<file path="config.mk">
export PLATFORM = sky130hd
export DESIGN_NAME = positioner_mode_select
export DESIGN_NICKNAME = d
export VERILOG_FILES = /design/src/design/mode_select_pkg.sv /design/src/design/mode_decode.sv /design/src/design/positioner_mode_select.sv
export SDC_FILE = /design/constraint.sdc
export NUM_CORES = 1
export LEC_CHECK = 0
export BUFFER_PORTS_ARGS = -buffer_cell sky130_fd_sc_hd__buf_2
export CORE_AREA = 2 2 184 186
export DETAILED_ROUTE_END_ITERATION = 6
export DIE_AREA = 0 0 186 188
export HOLD_SLACK_MARGIN = 0.12
export SLEW_MARGIN = 20
export SYNTH_ARGS = -nofsm -noshare
export SYNTH_HDL_FRONTEND = slang
export SYNTH_SLANG_ARGS = --single-unit
</file>
<file path="constraint.sdc">
create_clock -name clk_sys -period 3.96 [get_ports clk_sys]
set_clock_uncertainty 0.1 [all_clocks]
set_input_delay 0.594 -clock clk_sys [delete_from_list [all_inputs] [get_ports clk_sys]]
set_output_delay 0.594 -clock clk_sys [all_outputs]
set_load 0.005 [all_outputs]
</file>
<file path="src/design/mode_select_pkg.sv">
// Constants and types for the direct setpoint mode selection block
package mode_select_pkg;
  // ----------------------------------------
  // Field positions and widths
  // ----------------------------------------
  localparam int unsigned WORD_W = 16;
  localparam int unsigned DIGIT1_LSB = 4;
  localparam int unsigned CTRL_W = 16;
  localparam int unsigned CTRL_TRACK_BIT = 7;
  localparam int unsigned CTRL_REARM_BIT = 0;
  localparam int unsigned MODE_JOG = 0;
  localparam int unsigned MODE_HOME = 1;
  localparam int unsigned MODE_BLOCKS = 2;
  localparam int unsigned MODE_DIR_POS = 3;
  localparam int unsigned MODE_DIR_SETUP = 4;
  localparam int unsigned MODE_PASSIVE = 5;
  localparam int unsigned MODE_W = 32;
  // ----------------------------------------
  // Reset values and codes
  // ----------------------------------------
  localparam logic [WORD_W-1:0] WORD_RST = 16'h0000;
  localparam logic [3:0] DIG_ABS = 4'h0;
  localparam logic [3:0] DIG_REL = 4'h1;
  localparam logic [3:0] DIG_ABS_POS = 4'h2;
  localparam logic [3:0] DIG_ABS_NEG = 4'h3;
  localparam logic [63:0] POS_RST = 64'h0000_0000_0000_0000;
  localparam logic [31:0] VEL_RST = 32'h0000_0000;
  localparam logic [MODE_W-1:0] MODE_RST = 32'h0000_0000;

  typedef enum logic [1:0] {
    POS_ABS = 2'b00,
    POS_REL = 2'b01,
    POS_ABS_POSDIR = 2'b10,
    POS_ABS_NEGDIR = 2'b11
  } pos_kind_t;

  typedef enum logic [1:0] {
    DIR_STILL = 2'b00,
    DIR_POS = 2'b01,
    DIR_NEG = 2'b10,
    DIR_SHORT = 2'b11
  } dir_t;

  // Setpoints handed downstream
  typedef struct packed {
    logic [63:0] pos;
    logic [31:0] vel;
  } setpoint_t;

  // Decoded direct setpoint selection
  typedef struct packed {
    logic setup;
    pos_kind_t kind;
    dir_t dir;
    logic invalid;
  } sel_t;
endpackage : mode_select_pkg

</file>
<file path="src/design/mode_decode.sv">
// Combinational decode of positioning type and direction
`timescale 1ns/1ps
`default_nettype none
module mode_decode
  import mode_select_pkg::*;
(
  // Raw selection
  input wire logic setup_sel,
  input wire logic [WORD_W-1:0] word,
  input wire logic pos_type_sel,
  input wire logic dir_p,
  input wire logic dir_n,
  input wire logic modulo_en,
  // Decoded result
  output sel_t sel
);
  logic [3:0] digit;

  assign digit = word[DIGIT1_LSB +: 4];

  // Pick word or discrete inputs and decode
  always_comb begin
    sel = '{setup: setup_sel, kind: POS_ABS, dir: DIR_STILL, invalid: 1'b0};
    if (word != WORD_RST) begin
      case (digit)
        DIG_ABS: sel.kind = POS_ABS;
        DIG_REL: sel.kind = POS_REL;
        DIG_ABS_POS: begin
          sel.kind = POS_ABS_POSDIR;
          sel.invalid = !modulo_en;
        end
        DIG_ABS_NEG: begin
          sel.kind = POS_ABS_NEGDIR;
          sel.invalid = !modulo_en;
        end
        default: sel.invalid = 1'b1;
      endcase
      sel.dir = (sel.kind == POS_ABS_POSDIR) ? DIR_POS :
                (sel.kind == POS_ABS_NEGDIR) ? DIR_NEG : DIR_SHORT;
    end else begin
      sel.kind = pos_type_sel ? POS_ABS : POS_REL;
      if (setup_sel) begin
        sel.dir = (dir_p == dir_n) ? DIR_STILL : (dir_p ? DIR_POS : DIR_NEG);
      end else if (pos_type_sel && modulo_en && (dir_p != dir_n)) begin
        sel.dir = dir_p ? DIR_POS : DIR_NEG;
      end else begin
        sel.dir = DIR_SHORT;
      end
    end
    if (word != WORD_RST && setup_sel) begin
      sel.dir = DIR_STILL;
    end
  end
endmodule : mode_decode
`default_nettype wire

</file>
<file path="src/design/positioner_mode_select.sv">
// Top of the direct setpoint mode selection and status block
`timescale 1ns/1ps
`default_nettype none
module positioner_mode_select
  import mode_select_pkg::*;
(
  // Clock and reset
  input wire logic clk_sys,
  input wire logic rst,
  // Direct setpoint selection
  input wire logic direct_mode_in,
  input wire logic setup_select_in,
  input wire logic [WORD_W-1:0] mode_adapt_word_in,
  input wire logic pos_type_select_in,
  input wire logic dir_positive_select_in,
  input wire logic dir_negative_select_in,
  input wire logic modulo_en_in,
  // Other mode activity from the sequencer
  input wire logic jog_active_in,
  input wire logic home_active_in,
  input wire logic blocks_active_in,
  input wire logic passive_home_in,
  // Tracking control
  input wire logic [1:0] tracking_select_in,
  input wire logic tracking_use_default_in,
  input wire logic [CTRL_W-1:0] positioner_ctrl_status,
  input wire logic fault_in,
  input wire logic enable_in,
  // Setpoints from the generator
  input wire setpoint_t gen_setpoint_in,
  // Setpoint outputs
  output setpoint_t pos_vel_out,
  output logic [63:0] pos_setpoint_out,
  output logic [31:0] vel_setpoint_out,
  output logic [63:0] pos_setpoint_sink,
  output logic [31:0] vel_setpoint_sink,
  // Decoded selection and status
  output sel_t sel_out,
  output logic tracking_out,
  output logic [MODE_W-1:0] active_mode_status
);
  // ----------------------------------------
  // Decode
  // ----------------------------------------
  sel_t dec;
  logic [1:0] trk_sel;
  logic runup_r;
  logic runup_nxt;
  logic rearm_d_r;
  logic rearm_d_nxt;
  logic trk_force_r;
  logic trk_force_nxt;
  logic tracking_r;
  logic tracking_nxt;
  logic en_d_r;
  logic en_d_nxt;
  sel_t sel_r;
  sel_t sel_nxt;
  setpoint_t sp_r;
  setpoint_t sp_nxt;
  logic [MODE_W-1:0] mode_r;
  logic [MODE_W-1:0] mode_nxt;

  mode_decode u_dec (
    .setup_sel(setup_select_in),
    .word(mode_adapt_word_in),
    .pos_type_sel(pos_type_select_in),
    .dir_p(dir_positive_select_in),
    .dir_n(dir_negative_select_in),
    .modulo_en(modulo_en_in),
    .sel(dec)
  );

  // Default tracking sources or external selects
  always_comb begin
    if (tracking_use_default_in) begin
      trk_sel = {positioner_ctrl_status[CTRL_TRACK_BIT], 1'b1};
    end else begin
      trk_sel = tracking_select_in;
    end
  end

  // ----------------------------------------
  // Next state
  // ----------------------------------------
  // Selection, tracking and status updated every cycle
  always_comb begin
    sel_nxt = dec;
    runup_nxt = 1'b0;
    rearm_d_nxt = positioner_ctrl_status[CTRL_REARM_BIT];
    en_d_nxt = enable_in;
    // Forced tracking on run-up, rising control bit 0 or fault
    trk_force_nxt = runup_r || fault_in ||
      (positioner_ctrl_status[CTRL_REARM_BIT] && !rearm_d_r);
    tracking_nxt = tracking_r;
    if (en_d_r && !enable_in) begin
      tracking_nxt = (|trk_sel) || trk_force_nxt;
    end else if (enable_in) begin
      tracking_nxt = 1'b0;
    end
    if (trk_force_nxt && !enable_in) begin
      tracking_nxt = 1'b1;
    end
    sp_nxt = gen_setpoint_in;
    mode_nxt = MODE_RST;
    if (jog_active_in) begin
      mode_nxt[MODE_JOG] = 1'b1;
    end else if (home_active_in) begin
      mode_nxt[MODE_HOME] = 1'b1;
    end else if (blocks_active_in) begin
      mode_nxt[MODE_BLOCKS] = 1'b1;
    end else if (direct_mode_in) begin
      mode_nxt[MODE_DIR_SETUP] = dec.setup;
      mode_nxt[MODE_DIR_POS] = !dec.setup;
    end
    mode_nxt[MODE_PASSIVE] = passive_home_in;
  end

  // ----------------------------------------
  // Registers
  // ----------------------------------------
  always_ff @(posedge clk_sys or posedge rst) begin
    if (rst) begin
      runup_r <= 1'b1;
      rearm_d_r <= 1'b0;
      en_d_r <= 1'b0;
      trk_force_r <= 1'b1;
      tracking_r <= 1'b1;
      sel_r <= '{setup: 1'b0, kind: POS_ABS, dir: DIR_STILL, invalid: 1'b0};
      sp_r <= '{pos: POS_RST, vel: VEL_RST};
      mode_r <= MODE_RST;
    end else begin
      runup_r <= runup_nxt;
      rearm_d_r <= rearm_d_nxt;
      en_d_r <= en_d_nxt;
      trk_force_r <= trk_force_nxt;
      tracking_r <= tracking_nxt;
      sel_r <= sel_nxt;
      sp_r <= sp_nxt;
      mode_r <= mode_nxt;
    end
  end

  // Outputs straight from flip-flops
  assign sel_out = sel_r;
  assign tracking_out = tracking_r;
  assign pos_vel_out = sp_r;
  assign pos_setpoint_out = sp_r.pos;
  assign vel_setpoint_out = sp_r.vel;
  assign pos_setpoint_sink = sp_r.pos;
  assign vel_setpoint_sink = sp_r.vel;
  assign active_mode_status = mode_r;
endmodule : positioner_mode_select
`default_nettype wire

</file>
==> results.sh <==
export IMPL_clk_pin_slew_ps=80
export IMPL_htreeDepth=3
export IMPL_cts_buffers=9
export IMPL_cp_data_required_time_ps=3270
export IMPL_final_seq_area_mm2=0.00281
export IMPL_synth_compound_area_share_pct=1.04
export IMPL_seqPwrFrac_pct=50.1
export IMPL_slew_headroom_pct=54.8
export IMPL_maxCapViolCount=0
export IMPL_r2r_worst_path_cells=3
export IMPL_pwr_share_comb_pct=11.7
export IMPL_syn_area_per_cell_um2=12.8
export IMPL_synth_area_mm2=0.00469
export IMPL_synthTopCellsByArea="dfrtp_1 59%, buf_4 35%, dfstp_2 1.1%, nor4_2 1.1%, ha_1 0.53%"
export IMPL_multi_input_area_um2=322
export IMPL_crit_arrival_ps=990
export IMPL_rr_startpoint="tracking_out"
export IMPL_clockBufferDepth=2
export IMPL_grtUsageTotal_pct=7.07
export IMPL_drt_iter0_drc=73
export IMPL_gp_congestion=0.717
export IMPL_wl_per_cell_um=12.4
export IMPL_crit_path_max_fanout=2
export IMPL_ioPinCount=472
export IMPL_fmax_mhz=595
export IMPL_synthCells=366
export IMPL_area_growth_pct=32.1
export IMPL_die_w_um=186
export IMPL_rrSetupSlack_ps=2820
export IMPL_synth_most_common_cell="buf_4"
export IMPL_coreArea_mm2=0.0331
export IMPL_run_status="finished, final reports clean"
export IMPL_synth_edf_count=0
export IMPL_dieArea_mm2=0.0350
export IMPL_hold_viol_final=0
export IMPL_p_per_area_mw_per_mm2=402
export IMPL_synth_top_cells_by_count="218 x buf_4, 110 x dfrtp_1, 6 x inv_1"
export IMPL_num_antenna_cells=0
export IMPL_worstSetupPathType="flop to output pin"
export IMPL_switching_power_w=0.000610
export IMPL_yosysWarnings=0
export IMPL_synth_fa_ha_area_share_pct=0.534
export IMPL_crit_chain="buf_2"
export IMPL_route_vias_total=3173
export IMPL_nets=763
export IMPL_peakVddDrop_v=0.000202
export IMPL_yosysSeqAreaShare_pct=59.8
export IMPL_yosys_mux_area_fraction_pct=0
export IMPL_clkLatencyLatePin_ps=360
export IMPL_drc_errors=0
export IMPL_synth_simple_area_share_pct=3.12
export IMPL_tns_ps=0
export IMPL_fin_ws_ps=2280
export IMPL_critPathCaptureType="output pin"
export IMPL_start_kind="flop"
export IMPL_grt_antenna_before_repair=1
export IMPL_tritoncts="built"
export IMPL_postRouteAntennaNets=0
export IMPL_crit_buf_inv=1
export IMPL_crit_path_max_incr_delay_ps=520
export IMPL_synth_top_family_by_area="buffers and inverters"
export IMPL_wirelength_um=13200
export IMPL_drt_pass1_iterations=4
export IMPL_hold_slack_ps=201
export IMPL_drive_gt1_share_pct=73.1
export IMPL_crit_cells=1
export IMPL_holdBufCountCts=0
export IMPL_synth_xor_area_share_pct=0
export IMPL_initial_core_util_pct=14.2
export IMPL_clkPwrFrac_pct=38.2
export IMPL_post_place_ws_ps=2020
export IMPL_synth_cell_type_count=23
export IMPL_cpLargestDelayFamily="flip-flops"
export IMPL_fillers=3672
export IMPL_ctsResizeCount=0
export IMPL_p_int_w=0.00188
export IMPL_ys_ff_latch=112
export IMPL_switching_share_pct=24.5
export IMPL_synthFlopType="dfrtp_1"
export IMPL_clockRootBuffer="clkbuf_16"
export IMPL_yosysTopAreaCell="dfrtp_1"
export IMPL_yosysTopAreaCellShare_pct=58.7
export IMPL_worstMarginPinSlew_ps=678
export IMPL_portBuffers=430
export IMPL_rsz0062_at_grt="false"
export IMPL_overflow=0
export IMPL_place_hpwl_um=11100
export IMPL_finalCriticalPeriod_ps=1680
export IMPL_grt_pass1_wl_um=17000
export IMPL_num_rows=67
export IMPL_die_h_um=188
export IMPL_setup_viol=0
export IMPL_r2r_end="tracking_out"
export IMPL_p_leak_nw=3.33
export IMPL_cts_sinks=112
export IMPL_worst_hold_path_type="input pin to async pin"
export IMPL_vias_per_cell=2.97
export IMPL_drv_slew=0
export IMPL_grt_max_degree=63
export IMPL_async_flop_share_pct=100
export IMPL_period_share_pct=42.4
export IMPL_first_global_vias=2788
export IMPL_cts_setup_buffers=0
export IMPL_slowest_stage="dfstp_2"
[cells in the final DEF (no fill, tap or decap), types with 2 or more instances in the layout]
master      instances
nor4_1              3
dfstp_2             2
clkbuf_8            2
buf_2             430
clkinvlp_4          2
clkbuf_16           9
o21ai_0             2
ha_1                2
a221oi_1            2
conb_1             27
nand2_1             3
nor2b_1             2
inv_1               5
nor4_2              4
dfrtp_1           110
[state kept, by name (all words and copies together), names as in the netlist]
| register | cells |
|---|---|
| rearm_d_r | 1 |
| active_mode_status | 6 |
| pos_setpoint_out | 64 |
| en_d_r | 1 |
| runup_r | 1 |
| tracking_out | 1 |
| vel_setpoint_out | 32 |
| sel_out | 6 |
[layout make-up]
class | instances | area share, %
clock inverters | 4 | 0.869
multi-input cells | 56 | 5.19
repair buffers | 431 | 35.1
inverters | 6 | 0.404
flip-flops and latches | 112 | 45.3
clock buffers | 11 | 4.08
well taps | 448 | 9.05
[power by group through the flow]
| stage | sequential [W] | combinational (W) | clock, W |
|---|---|---|---|
| CTS | 0.00125 | 0.000299 | 0.00101 |
| detailed placement | 0.00127 | 0.000299 | 0 |
| floorplan | 0.00127 | 0.000203 | 0 |
| finish | 0.00125 | 0.000291 | 0.000949 |
| global route | 0.00125 | 0.000326 | 0.00105 |
| global placement | 0.00126 | 0.000298 | 0 |
[logic make-up after synthesis]
family / Yosys count
compound gates: 7
fa+ha+maj: 2
buf+inv: 224
flops: 112
other cells: 1
simple gates: 20
[through the flow]
step	instance area, um^2	util [%]	power (W)	cells
2_1_floorplan	4790	-	0.00147	392
3_3_place_gp	5880	17.8	0.00156	1053
3_5_place_dp	5880	17.8	0.00157	1053
4_1_cts	6190	18.7	0.00255	1068
5_1_grt	6190	18.7	0.00263	1068
6_report	6190	18.7	0.00249	1068
[how the worst max path moves through the flow]
stage,slack [ps],from,end
final,2280,tracking_out,tracking_out
after global routing,2230,tracking_out,tracking_out
after CTS,2250,tracking_out,tracking_out
after detailed placement,2020,mode_adapt_word_in[1],sel_out[2]
after global placement,2050,mode_adapt_word_in[1],sel_out[2]
after floorplan,310,rst,active_mode_status[0]
[layer usage]
| metal | routed length [um] | global-route usage, % | up-vias |
|---|---|---|---|
| li1 | - | - | 1395 |
| met2 | 6650 | 11.8 | 238 |
| met4 | 359 | 4.72 | 2 |
| met1 | 5100 | 7.75 | 1524 |
| met5 | 7 | 0 | - |
| met3 | 1080 | 2.06 | 14 |
No activity file was read; power rests on OpenSTA's default activity.
